<file path="src/rtl/esf_regs.svh">
`ifndef ESF_REGS_SVH
`define ESF_REGS_SVH
// ==========================================================================
// controller register map (byte offsets, low address byte)
`define ESF_CTRL_OFS    8'h00
`define ESF_STAT_OFS    8'h04
`define ESF_TXD_OFS     8'h08
`define ESF_RXD_OFS     8'h0C
// ==========================================================================
// control fields
`define ESF_CTRL_CS     0
`define ESF_CTRL_CPOL   1
`define ESF_CTRL_HOLD   2
`define ESF_CTRL_WP     3
`define ESF_CTRL_DIV_LO 8
`define ESF_CTRL_DIV_HI 15
`define ESF_CTRL_MASK   32'h0000FF0F
// ==========================================================================
// status fields
`define ESF_STAT_BUSY   0
`define ESF_STAT_EMPTY  1
`define ESF_STAT_FULL   2
`define ESF_STAT_RXRDY  3
// ==========================================================================
// timing: half period of the serial clock
`define ESF_HCLK_NS     5
`define ESF_SCK_HALF_NS 40
`define ESF_HALF_CYC    ((`ESF_SCK_HALF_NS + `ESF_HCLK_NS - 1) / `ESF_HCLK_NS)
`define ESF_CTRL_RST    (32'h00000008 | (`ESF_HALF_CYC << `ESF_CTRL_DIV_LO))
`define ESF_FIFO_DEPTH  32
`endif

</file>
<file path="src/rtl/esf_pkg.sv">
package esf_pkg;
   // ========================================================================
   // types
   typedef logic [7:0] esf_byte_t;
   typedef enum logic [1:0] {
      ESF_IDLE = 2'b00,
      ESF_LOW  = 2'b01,
      ESF_HIGH = 2'b10
   } esf_eng_t;
endpackage : esf_pkg

</file>
<file path="src/rtl/esf_spi_if.sv">
`timescale 1ns/1ps
interface esf_spi_if;
   logic sck;
   logic cs_n;
   logic mosi;
   logic miso;
   logic miso_oe;
   logic hold_n;
   logic wp_n;
   modport host (output sck, output cs_n, output mosi, output hold_n, output wp_n,
                 input miso, input miso_oe);
   modport dev  (input sck, input cs_n, input mosi, input hold_n, input wp_n,
                 output miso, output miso_oe);
endinterface : esf_spi_if

</file>
<file path="src/rtl/esf_fifo.sv">
`timescale 1ns/1ps
module esf_fifo #(
   parameter int WIDTH = 8,
   parameter int DEPTH = 32
) (
   input  wire logic             hclk,
   input  wire logic             hresetn,
   input  wire logic             in_valid,
   output      logic             in_ready,
   input  wire logic [WIDTH-1:0] in_data,
   output      logic             out_valid,
   input  wire logic             out_ready,
   output      logic [WIDTH-1:0] out_data
);
   localparam int AW = $clog2(DEPTH);
   logic [WIDTH-1:0] mem_q [DEPTH];
   logic [AW-1:0]    wr_q;
   logic [AW-1:0]    rd_q;
   logic [AW:0]      cnt_q;
   logic             push;
   logic             pop;

   // ========================================================================
   // flags
   assign in_ready  = (cnt_q != (AW+1)'(DEPTH));
   assign out_valid = (cnt_q != '0);
   assign push      = in_valid & in_ready;
   assign pop       = out_valid & out_ready;
   assign out_data  = mem_q[rd_q];

   // ========================================================================
   // storage
   always_ff @(posedge hclk) begin
      if (push) begin
         mem_q[wr_q] <= in_data;
      end
   end

   // ========================================================================
   // pointers; depth need not be a power of two
   always_ff @(posedge hclk or negedge hresetn) begin
      if (!hresetn) begin
         wr_q  <= '0;
         rd_q  <= '0;
         cnt_q <= '0;
      end else begin
         if (push) begin
            wr_q <= (wr_q == AW'(DEPTH - 1)) ? '0 : AW'(wr_q + 1'b1);
         end
         if (pop) begin
            rd_q <= (rd_q == AW'(DEPTH - 1)) ? '0 : AW'(rd_q + 1'b1);
         end
         if (push && !pop) begin
            cnt_q <= (AW+1)'(cnt_q + 1'b1);
         end else if (pop && !push) begin
            cnt_q <= (AW+1)'(cnt_q - 1'b1);
         end
      end
   end
endmodule : esf_fifo

</file>
<file path="src/rtl/esf_host.sv">
`timescale 1ns/1ps
`include "esf_regs.svh"
module esf_host
   import esf_pkg::*;
#(
   parameter int FIFO_DEPTH = `ESF_FIFO_DEPTH
) (
   input  wire logic        hclk,
   input  wire logic        hresetn,
   input  wire logic        hsel,
   input  wire logic [31:0] haddr,
   input  wire logic [1:0]  htrans,
   input  wire logic        hwrite,
   input  wire logic [2:0]  hsize,
   input  wire logic [31:0] hwdata,
   input  wire logic        hready,
   output      logic        hreadyout,
   output      logic        hresp,
   output      logic [31:0] hrdata,
   esf_spi_if.host          spi
);
   // ========================================================================
   // declarations
   logic        ap_act_q;
   logic        ap_wr_q;
   logic [7:0]  ap_addr_q;
   logic [31:0] ctrl_q;
   logic [31:0] hrdata_q;
   logic        wr_pend;
   logic        tx_stall;
   logic        accept;
   logic        f_in_ready;
   logic        f_out_valid;
   logic        f_out_ready;
   esf_byte_t   f_out_data;
   esf_eng_t    st_q;
   logic [7:0]  cnt_q;
   logic [7:0]  half_m1;
   logic [2:0]  bit_q;
   esf_byte_t   sh_q;
   esf_byte_t   rx_q;
   esf_byte_t   rx_byte_q;
   logic        rx_rdy_q;
   logic        rx_done;
   logic        ms1_q;
   logic        ms2_q;
   logic        sck_q;
   logic        cs_n_q;
   logic        mosi_q;
   logic        hold_n_q;
   logic        wp_n_q;
   logic        paused;

   // ========================================================================
   // bus slave; a data write to a full fifo waits in the data phase
   assign accept    = hsel & htrans[1] & hready;
   assign wr_pend   = ap_act_q & ap_wr_q;
   assign tx_stall  = wr_pend & (ap_addr_q == `ESF_TXD_OFS) & ~f_in_ready;
   assign hreadyout = ~tx_stall;
   assign hresp     = 1'b0;
   assign hrdata    = hrdata_q;

   always_ff @(posedge hclk or negedge hresetn) begin
      if (!hresetn) begin
         ap_act_q  <= 1'b0;
         ap_wr_q   <= 1'b0;
         ap_addr_q <= 8'h00;
      end else if (accept) begin
         ap_act_q  <= 1'b1;
         ap_wr_q   <= hwrite;
         ap_addr_q <= haddr[7:0];
      end else if (hready) begin
         ap_act_q  <= 1'b0;
      end
   end

   always_ff @(posedge hclk or negedge hresetn) begin
      if (!hresetn) begin
         ctrl_q <= `ESF_CTRL_RST;
      end else if (wr_pend && ap_addr_q == `ESF_CTRL_OFS) begin
         ctrl_q <= hwdata & `ESF_CTRL_MASK;
      end
   end

   always_ff @(posedge hclk or negedge hresetn) begin
      if (!hresetn) begin
         hrdata_q <= 32'h00000000;
      end else if (accept && !hwrite) begin
         hrdata_q <= 32'h00000000;
         unique case (haddr[7:0])
            `ESF_CTRL_OFS: hrdata_q <= ctrl_q;
            `ESF_STAT_OFS: begin
               hrdata_q[`ESF_STAT_BUSY]  <= f_out_valid | (st_q != ESF_IDLE);
               hrdata_q[`ESF_STAT_EMPTY] <= ~f_out_valid;
               hrdata_q[`ESF_STAT_FULL]  <= ~f_in_ready;
               hrdata_q[`ESF_STAT_RXRDY] <= rx_rdy_q;
            end
            `ESF_RXD_OFS:  hrdata_q[7:0] <= rx_byte_q;
            default:       hrdata_q <= 32'h00000000;
         endcase
      end
   end

   // received byte flag: a byte landing in the reading cycle keeps it set
   always_ff @(posedge hclk or negedge hresetn) begin
      if (!hresetn) begin
         rx_rdy_q  <= 1'b0;
         rx_byte_q <= 8'h00;
      end else if (rx_done) begin
         rx_rdy_q  <= 1'b1;
         rx_byte_q <= rx_q;
      end else if (accept && !hwrite && haddr[7:0] == `ESF_RXD_OFS) begin
         rx_rdy_q  <= 1'b0;
      end
   end

   // ========================================================================
   // transmit queue
   esf_fifo #(.WIDTH(8), .DEPTH(FIFO_DEPTH)) u_fifo (
      .hclk      (hclk),
      .hresetn   (hresetn),
      .in_valid  (wr_pend && ap_addr_q == `ESF_TXD_OFS),
      .in_ready  (f_in_ready),
      .in_data   (hwdata[7:0]),
      .out_valid (f_out_valid),
      .out_ready (f_out_ready),
      .out_data  (f_out_data)
   );

   // ========================================================================
   // pins; select and protect change only between bytes
   always_ff @(posedge hclk or negedge hresetn) begin
      if (!hresetn) begin
         cs_n_q   <= 1'b1;
         wp_n_q   <= 1'b1;
         hold_n_q <= 1'b1;
         ms1_q    <= 1'b0;
         ms2_q    <= 1'b0;
      end else begin
         // released line reads as pulled up, never as the last driven bit
         ms1_q <= spi.miso_oe ? spi.miso : 1'b1;
         ms2_q <= ms1_q;
         if (st_q == ESF_IDLE) begin
            cs_n_q <= ~ctrl_q[`ESF_CTRL_CS];
         end
         if (st_q == ESF_IDLE && cs_n_q) begin
            wp_n_q <= ctrl_q[`ESF_CTRL_WP];
         end
         if (cs_n_q) begin
            hold_n_q <= 1'b1;
         end else if (!sck_q) begin
            hold_n_q <= ~ctrl_q[`ESF_CTRL_HOLD];
         end
      end
   end

   // ========================================================================
   // shift engine: each bit is a low half then a high half
   assign half_m1     = (ctrl_q[`ESF_CTRL_DIV_HI:`ESF_CTRL_DIV_LO] == 8'h00) ? 8'h00 :
                        8'(ctrl_q[`ESF_CTRL_DIV_HI:`ESF_CTRL_DIV_LO] - 8'h01);
   assign paused      = ~hold_n_q | ctrl_q[`ESF_CTRL_HOLD];
   assign f_out_ready = (st_q == ESF_IDLE) & ~cs_n_q & ~paused;
   assign rx_done     = (st_q == ESF_HIGH) & (cnt_q >= half_m1) & (bit_q == 3'h0);

   always_ff @(posedge hclk or negedge hresetn) begin
      if (!hresetn) begin
         st_q   <= ESF_IDLE;
         cnt_q  <= 8'h00;
         bit_q  <= 3'h0;
         sh_q   <= 8'h00;
         rx_q   <= 8'h00;
         sck_q  <= 1'b0;
         mosi_q <= 1'b0;
      end else begin
         unique case (st_q)
            ESF_IDLE: begin
               sck_q <= ctrl_q[`ESF_CTRL_CPOL];
               if (f_out_ready && f_out_valid) begin
                  st_q   <= ESF_LOW;
                  sck_q  <= 1'b0;
                  cnt_q  <= 8'h00;
                  bit_q  <= 3'h7;
                  sh_q   <= f_out_data;
                  mosi_q <= f_out_data[7];
               end
            end
            ESF_LOW: begin
               // a pause restarts the low half: the device needs time to drive again
               if (paused) begin
                  cnt_q <= 8'h00;
               end else if (cnt_q < half_m1) begin
                  cnt_q <= 8'(cnt_q + 8'h01);
               end else begin
                  // rising edge: device captures mosi, miso is sampled here
                  st_q  <= ESF_HIGH;
                  sck_q <= 1'b1;
                  cnt_q <= 8'h00;
                  rx_q  <= {rx_q[6:0], ms2_q};
               end
            end
            ESF_HIGH: begin
               if (cnt_q < half_m1) begin
                  cnt_q <= 8'(cnt_q + 8'h01);
               end else if (bit_q == 3'h0) begin
                  st_q  <= ESF_IDLE;
                  sck_q <= ctrl_q[`ESF_CTRL_CPOL];
               end else begin
                  st_q   <= ESF_LOW;
                  sck_q  <= 1'b0;
                  cnt_q  <= 8'h00;
                  bit_q  <= 3'(bit_q - 3'h1);
                  sh_q   <= {sh_q[6:0], 1'b0};
                  mosi_q <= sh_q[6];
               end
            end
            default: st_q <= ESF_IDLE;
         endcase
      end
   end

   assign spi.sck    = sck_q;
   assign spi.cs_n   = cs_n_q;
   assign spi.mosi   = mosi_q;
   assign spi.hold_n = hold_n_q;
   assign spi.wp_n   = wp_n_q;
endmodule : esf_host

</file>
<file path="src/flat_wrapper.sv">
// flat-port wrapper written by rule: the top's interface ports become plain ports
module esf_host_flat import esf_pkg::*;
#(
   parameter int FIFO_DEPTH = `ESF_FIFO_DEPTH
)
  (hclk, hresetn, hsel, haddr, htrans, hwrite, hsize, hwdata, hready, hreadyout, hresp, hrdata, spi_sck, spi_cs_n, spi_mosi, spi_hold_n, spi_wp_n, spi_miso, spi_miso_oe);
  esf_spi_if spi_i ();
  input  wire logic hclk;
  input  wire logic hresetn;
  input  wire logic hsel;
  input  wire logic [31:0] haddr;
  input  wire logic [1:0] htrans;
  input  wire logic hwrite;
  input  wire logic [2:0] hsize;
  input  wire logic [31:0] hwdata;
  input  wire logic hready;
  output      logic hreadyout;
  output      logic hresp;
  output      logic [31:0] hrdata;
  output wire logic [$bits(spi_i.sck)-1:0] spi_sck;
  output wire logic [$bits(spi_i.cs_n)-1:0] spi_cs_n;
  output wire logic [$bits(spi_i.mosi)-1:0] spi_mosi;
  output wire logic [$bits(spi_i.hold_n)-1:0] spi_hold_n;
  output wire logic [$bits(spi_i.wp_n)-1:0] spi_wp_n;
  input wire logic [$bits(spi_i.miso)-1:0] spi_miso;
  input wire logic [$bits(spi_i.miso_oe)-1:0] spi_miso_oe;
  assign spi_sck = spi_i.sck;
  assign spi_cs_n = spi_i.cs_n;
  assign spi_mosi = spi_i.mosi;
  assign spi_hold_n = spi_i.hold_n;
  assign spi_wp_n = spi_i.wp_n;
  assign spi_i.miso = spi_miso;
  assign spi_i.miso_oe = spi_miso_oe;
  esf_host #(.FIFO_DEPTH(FIFO_DEPTH)) u_core (.hclk(hclk), .hresetn(hresetn), .hsel(hsel), .haddr(haddr), .htrans(htrans), .hwrite(hwrite), .hsize(hsize), .hwdata(hwdata), .hready(hready), .hreadyout(hreadyout), .hresp(hresp), .hrdata(hrdata), .spi(spi_i));
endmodule
</file>
<file path="config.mk">
export PLATFORM = sky130hd
export DESIGN_NAME = esf_host_flat
export DESIGN_NICKNAME = d
export VERILOG_FILES = /design/src/rtl/esf_pkg.sv /design/src/rtl/esf_spi_if.sv /design/src/rtl/esf_fifo.sv /design/src/rtl/esf_host.sv /design/src/flat_wrapper.sv
export VERILOG_INCLUDE_DIRS = /design/src /design/src/rtl
export SDC_FILE = /design/constraint.sdc
export NUM_CORES = 1
export LEC_CHECK = 0
export BUFFER_PORTS_ARGS = -buffer_cell sky130_fd_sc_hd__buf_2
export CAP_MARGIN = 20
export CORE_MARGIN = 2
export CORE_UTILIZATION = 57
export DETAILED_ROUTE_END_ITERATION = 8
export PLACE_DENSITY_LB_ADDON = 0.05
export SLEW_MARGIN = 10
export SYNTH_ARGS = -nofsm -noshare
export SYNTH_HDL_FRONTEND = slang
export SYNTH_SLANG_ARGS = --single-unit
</file>
<file path="constraint.sdc">
create_clock -name hclk -period 7.46 [get_ports hclk]
set_input_delay 1.492 -clock hclk [delete_from_list [all_inputs] [get_ports hclk]]
set_output_delay 1.492 -clock hclk [all_outputs]
set_load 0.01 [all_outputs]
</file>
* Word-level counts from Yosys, hierarchy flattened
Memory sizes are Yosys's and may differ from the RTL's.
Index checks and enable logic that the tools add are counted.
** Storage, ports and cells
- Output and inout bits :: 39
- Input port bits :: 76
- Flip-flop bits (word level) :: 114
- Memories kept :: 1
- Memory bits (writable) :: 256
- Bits in read-only memories :: 0
- Bits in latches :: 0
** Memories
- u_core.u_fifo.mem_q :: depth 32, width 8, rd ports 1, clocked after memory_dff 0, wr ports 1, line esf_fifo.sv:16 : logic [WIDTH-1:0] mem_q [DEPTH];
** Operators by class
- Shifts and indexed selects :: 0
- Eq/ne operators :: 15
- Reduce and logical (&&, ||, !) cells :: 28
- Multiply operators :: 0
- Bitwise logic cells :: 22
- Muxes and demuxes :: 47
- $add $sub $neg :: 7
- Divide/modulo/power cells :: 0
- Magnitude comparators :: 2
** Operator list (number)
- $mux W8 :: 7
- $logic_not A8 Y1 :: 3
- $pmux W8 S3 :: 1
- $mux W7 :: 3
- $mux W1 :: 18
- $eq A8 B4 Y1 const B :: 2
- $pmux W7 S2 :: 1
- $mux W6 :: 2
- $ne A2 B2 Y1 const B :: 6
- $pmux W4 S3 :: 1
- $reduce_and A4 Y1 :: 3
- $and A1 B1 Y1 :: 11
- $add A5 B1 Y5 const B :: 2
- $eq A5 B5 Y1 const B :: 2
- $mux W5 :: 2
- $reduce_bool A2 Y1 :: 5
- $mux W3 :: 3
- $not A1 Y1 :: 9
- $add A8 B1 Y8 const B :: 1
- $eq A8 B3 Y1 const B :: 1
- $ge A8 B8 Y1 :: 1
- $logic_and A1 B1 Y1 :: 8
- $lt A8 B8 Y1 :: 1
- $mux W2 :: 4
- 20 further kinds :: 24

* Logic depth before layout (Yosys ltp)
- Word-level depth :: 8
- Depth in mapped cells :: 14
- Gate-level depth less buffers :: 13

* Modules after synthesis
From an unflattened synthesis, not the netlist that was laid out.
** Unflattened totals
- Cells, all modules :: 986
- Area, all modules :: 15302.2 um^2
** Modules (own cells, without submodules)
- esf_fifo :: area each 11115.7 um^2, instances 1, cells each 616, sequential area each 8087.8 um^2
- esf_host :: area each 4186.5 um^2, instances 1, cells each 370, sequential area each 2058.2 um^2

* Least setup slack after synthesis
No wires, ideal clock.
- Kind :: register to register
- Start point :: register u_core.ap_addr_q[0]
- End point :: register u_core.u_fifo.cnt_q[5]
- Cell stages (with the launch flop) :: 15
- Clock period less this slack :: 3143 ps
- Data arrival time :: 3013 ps
- Required time :: 7330 ps
- Slack :: 4317 ps
- Setup time :: 130 ps
- Buffers on the path :: 1
- Cell sequence :: dfrtp_1 -> or4_4 -> nor4_4 -> nand2_2 -> nor2_2 -> buf_6 -> ha_1 -> inv_1 -> ha_1 -> a21o_1 -> a21oi_1 -> nor2_1 -> nand4_1 -> o211ai_1 -> xor2_1
** Between the ends
- Word-level cells in the longest chain between the ends :: 6
- Elaborated cells on any way between the ends :: 8
- Classes of those cells :: eq/ne (1); mux (1); bitwise (1); reduce/logical (5)
** Ends and longest elaborated chain
- from (decl) :: line esf_host.sv:26 : logic [7:0] ap_addr_q;
- from (signal assigned) :: line esf_host.sv:71 : ap_addr_q <= haddr[7:0];
- $eq A8 B4 Y1 (no line) (*)
- $logic_and A1 B1 Y1 (no line) (*)
- $and A1 B1 Y1 (*) :: line esf_fifo.sv:27 : assign push = in_valid & in_ready;
- net u_core.u_fifo.push :: line esf_fifo.sv:20 : logic push;
- $logic_not A1 Y1 :: line esf_fifo.sv:55 : end else if (pop && !push) begin
- $logic_and A1 B1 Y1 :: line esf_fifo.sv:55
- $reduce_bool A2 Y1 (no line)
- to (signal assigned) :: line esf_fifo.sv:54 : cnt_q <= (AW+1)'(cnt_q + 1'b1);
- to (signal assigned) :: line esf_fifo.sv:56 : cnt_q <= (AW+1)'(cnt_q - 1'b1);
- to (decl) :: line esf_fifo.sv:19 : logic [AW:0] cnt_q;
The timed path passes the listed nets; every way through them passes the cells marked *.
A chain may end at the register's enable or synchronous reset.

* Worst setup path after layout
- Start point :: register u_core.u_fifo.cnt_q[0]
- End point :: output hreadyout
** Between the ends
- Word-level cells in the longest chain between the ends :: 4
** Ends and longest elaborated chain
- $ne A6 B6 Y1 :: line esf_fifo.sv:25 : assign in_ready = (cnt_q != (AW+1)'(DEPTH));
- $not A1 Y1 :: line esf_host.sv:58 : assign tx_stall = wr_pend & (ap_addr_q == `ESF_TXD_OFS) & ~f_in_ready;
- $and A1 B1 Y1 :: line esf_host.sv:58
- $not A1 Y1 :: line esf_host.sv:59 : assign hreadyout = ~tx_stall;
- to (decl) :: line flat_wrapper.sv:17 : output logic hreadyout;
No other way between the ends.

==> run metrics <==
Resized Gates After CTS 0; Worst setup EP type primary output; total global routing overflow 0; Most used DFF post-synth edfxtp_1; final count of negative-setup-slack endpoints 0; Reg2Reg Depth 13; hold depth 0; Post-synth EDFFs around 260; Cell Chain, Critical Path or2_2 -> nor4_1 -> nand3_1 -> buf_2; Final Hold Fails 0; vias per std cell approximately 5.9; vias approximately 8700; min-delay src u_core.ms1_q$_DFF_PN0_; Synth warnings 0; num ports 115; number of antenna violations at the first check in global routing 0; gpl congestion approximately 0.86; IO Port Bufs 53; number of antenna diodes 0; Final #Nets around 1200; DRC violations left 0; synthesis-stage register bit count between 300 and 400; Total GRT Usage 0.230; DIE WIDTH about 170 um; buffer and inverter count on the worst path 1; Synth Instances roughly 1000; first-pass GRT wire length between 40000 and 50000 um; htree depth 2; DRT Pass-1 Iters 5; CTS Root Cell clkbuf_16; # Post-CTS Setup Buffers 0; Slew Viols, Final 0; final setup TNS 0 ns; Core Footprint approximately 0.027 sq mm; asr flop ratio synth 0.277; required time worst endpoint slightly below 6 ns; critical path's slowest cell nor4_1; clk_skew about 0.021 ns; routed wire length approximately 32000 um; setup ws final roughly 3.6 ns; share of cells above drive strength 1 0.172; Clock Tree Buf Depth 3; r2r endpoint u_core.rx_byte_q[5]$_DFFE_PN0P_; Worst slew margin 0.327; outcome complete, no violations; Startpoint Class register; Rows 60; Worst Tran Pin Value about 1 ns; Starting Density 0.574; post-cts hold buffer count 0; fmax roughly 260 MHz; end of the worst hold path u_core.ms2_q$_DFF_PN0_; drt wl/cell about 21 um; P per Cell Area roughly 260 mW/mm^2; Worst Path Arrival 2.40 ns; RSZ-0062 raised after global routing no; R2R Path Start u_core.ctrl_q[8]$_DFFE_PN0P_; Num CTS Buffers 38; post-synthesis sequential area ratio 0.661; chip height about 170 um; pre-CTS setup slack 3.63 ns; worst-path fanout max 5; Netlist cell types 78; area added between synthesis and finish 10.6%; CTS tree built; Hold Path Class reg2reg; CP peak stage delay about 0.68 ns; register-to-register setup slack between 3 and 4 ns; Mapped Area approximately 0.015 sq mm; Final period util 0.522; largest net degree at the start of global routing 60; Die Area 0.0283 sq mm; HPWL Detailed between 20000 and 25000 um; P_leak 6.17 nW; cell family with most CP delay simple AND/OR/NAND/NOR gates; post-route minimum period 3.89 ns; Clock Latency Late Sink 0.53 ns; Setup Crit Path Kind reg2out; DRT iter0 DRCs between 700 and 800; number of global-route vias before repair slightly below 9000; Num Clock Sinks 354; syn avg cell area roughly 15 sq um; max-cap violation count 0; Antenna Nets Post-Route 0; Clock Pin Slew Worst Setup and Hold Paths about 0.060 ns; VDD IR max approximately 220 uV; worst hold slack approximately 0.35 ns
==> worst max-delay path by stage <==
stage | slack (ns) | startpoint | end | depth (start not counted)
after detailed placement | 3.63 | hready | u_core.rx_rdy_q$_DFFE_PN0P_ | 6
after floorplan | 4.32 | u_core.ap_addr_q[0]$_DFFE_PN0P_ | u_core.u_fifo.cnt_q[5]$_DFFE_PN0P_ | 14
after global placement | 3.66 | hready | u_core.rx_rdy_q$_DFFE_PN0P_ | 6
after CTS | 3.49 | u_core.u_fifo.cnt_q[0]$_DFFE_PN0P_ | hreadyout | 4
after global routing | 3.40 | u_core.ctrl_q[8]$_DFFE_PN0P_ | u_core.rx_byte_q[4]$_DFFE_PN0P_ | 13
final | 3.57 | u_core.u_fifo.cnt_q[0]$_DFFE_PN0P_ | hreadyout | 4
==> synth_stat cells, drive strengths merged, types with 4 or more instances <==
cell / n / share of area
xnor2: 4 / 0.0023
a22oi: 24 / 0.012
o211ai: 5 / 0.0024
o221ai: 5 / 0.0029
o22a: 5 / 0.0029
nor2b: 10 / 0.0041
nor3: 19 / 0.0076
a22o: 13 / 0.0074
nand4: 7 / 0.0029
buf: 47 / 0.022
nand2b: 10 / 0.0046
dfstp: 5 / 0.0086
or4: 7 / 0.0039
and3: 6 / 0.0024
nand2: 57 / 0.015
o21ai: 47 / 0.016
and2: 4 / 0.0016
a21oi: 21 / 0.0071
dfrtp: 93 / 0.15
inv: 23 / 0.0056
a31oi: 9 / 0.0037
o22ai: 9 / 0.0037
nor2: 58 / 0.015
nand3: 26 / 0.0088
edfxtp: 256 / 0.50
xor2: 4 / 0.0023
nor4: 13 / 0.0063
o31ai: 9 / 0.0044
mux2: 48 / 0.035
mux4: 13 / 0.022
mux2i: 103 / 0.067
ha: 28 / 0.023
nor3b: 5 / 0.0024
clkbuf: 14 / 0.0035
==> routing by layer <==
| layer | vias to the layer above | wire [um] | GRT usage |
|---|---|---|---|
| met4 | 0 | 540 | 0.0521 |
| met2 | 223 | 14700 | 0.360 |
| met5 | - | 0 | 0 |
| met1 | 4373 | 15000 | 0.346 |
| met3 | 42 | 1470 | 0.0334 |
| li1 | 4111 | - | - |
==> final cells by class <==
class / count / area (sq um)
clock buffers: 51 / 1020
multi-input cells: 620 / 4800
flip-flops and latches: 354 / 10200
well taps: 341 / 427
clock inverters: 18 / 100
repair buffers: 69 / 388
inverters: 23 / 86.3
fillers: 1994 / 9750
==> kinds of logic after synthesis <==
| logic type | after synthesis | synth area share |
|---|---|---|
| AOI/OAI and AO/OA | 169 | 0.0743 |
| xor gates and xnor gates | 8 | 0.00456 |
| adders and majority gates | 29 | 0.0241 |
| buffers and inverters | 84 | 0.0307 |
| DFF | 354 | 0.661 |
| muxes | 164 | 0.124 |
| other | 1 | 0.000244 |
| and+or+nand+nor | 233 | 0.0807 |
==> cell usage in the layout, fill, tap and decap left out, types with 8 or more instances in the layout <==
| master | count |
|---|---|
| mux2i_1 | 103 |
| o31ai_1 | 9 |
| ha_1 | 28 |
| edfxtp_1 | 256 |
| a21oi_1 | 20 |
| clkbuf_1 | 12 |
| mux4_1 | 12 |
| clkbuf_16 | 39 |
| clkinv_2 | 8 |
| o21ai_0 | 46 |
| o22ai_1 | 9 |
| inv_1 | 23 |
| nor2_1 | 55 |
| nor2b_1 | 10 |
| buf_2 | 52 |
| dfrtp_1 | 91 |
| nor4_1 | 11 |
| conb_1 | 17 |
| mux2_2 | 48 |
| a22o_1 | 13 |
| nand3_1 | 25 |
| nand2b_1 | 9 |
| nand2_1 | 53 |
| a22oi_1 | 24 |
| a31oi_1 | 9 |
| buf_4 | 17 |
| nor3_1 | 16 |
==> registers in the layout, summed over array words and instances, names as in the netlist, 2 cells and up <==
signal	flops
u_core.ap_addr_q	8
u_core.bit_q	3
u_core.cnt_q	8
u_core.ctrl_q	12
u_core.hrdata	16
u_core.rx_byte_q	8
u_core.rx_q	8
u_core.sh_q	7
u_core.st_q	2
u_core.u_fifo.cnt_q	6
u_core.u_fifo.mem_q	256
u_core.u_fifo.rd_q	5
u_core.u_fifo.wr_q	5
==> per-stage QoR <==
step	instances	utilization	power (mW)	area [sq um]
finish	1476	0.635	4.33	17000
global route	1476	0.635	4.50	17000
CTS	1476	0.635	4.36	17000
detailed placement	1407	0.593	2.67	15900
global placement	1406	0.593	2.66	15800
floorplan	1058	-	2.54	15400
==> worst reg2reg max path, stage by stage, from the launching register on <==
cell and delay [ns]:
dfrtp_1 0.41, inv_1 0.11, ha_1 0.17, nor2b_1 0.26
nand3b_1 0.16, or3_1 0.41, nand2b_1 0.11, ha_1 0.24
nor2b_1 0.13, o211ai_1 0.29, a21oi_2 0.21, nand2b_4 0.22
o21ai_2 0.51, mux2_2 0.40
==> where the power goes <==
part / total [mW] / internal [mW] / switching, mW
registers: 2.21 / 2.17 / 0.0450
logic: 0.417 / 0.167 / 0.250
clock network: 1.70 / 0.966 / 0.737
total: 4.33 / 3.30 / 1.03
Power figures use the tool's default switching activity.
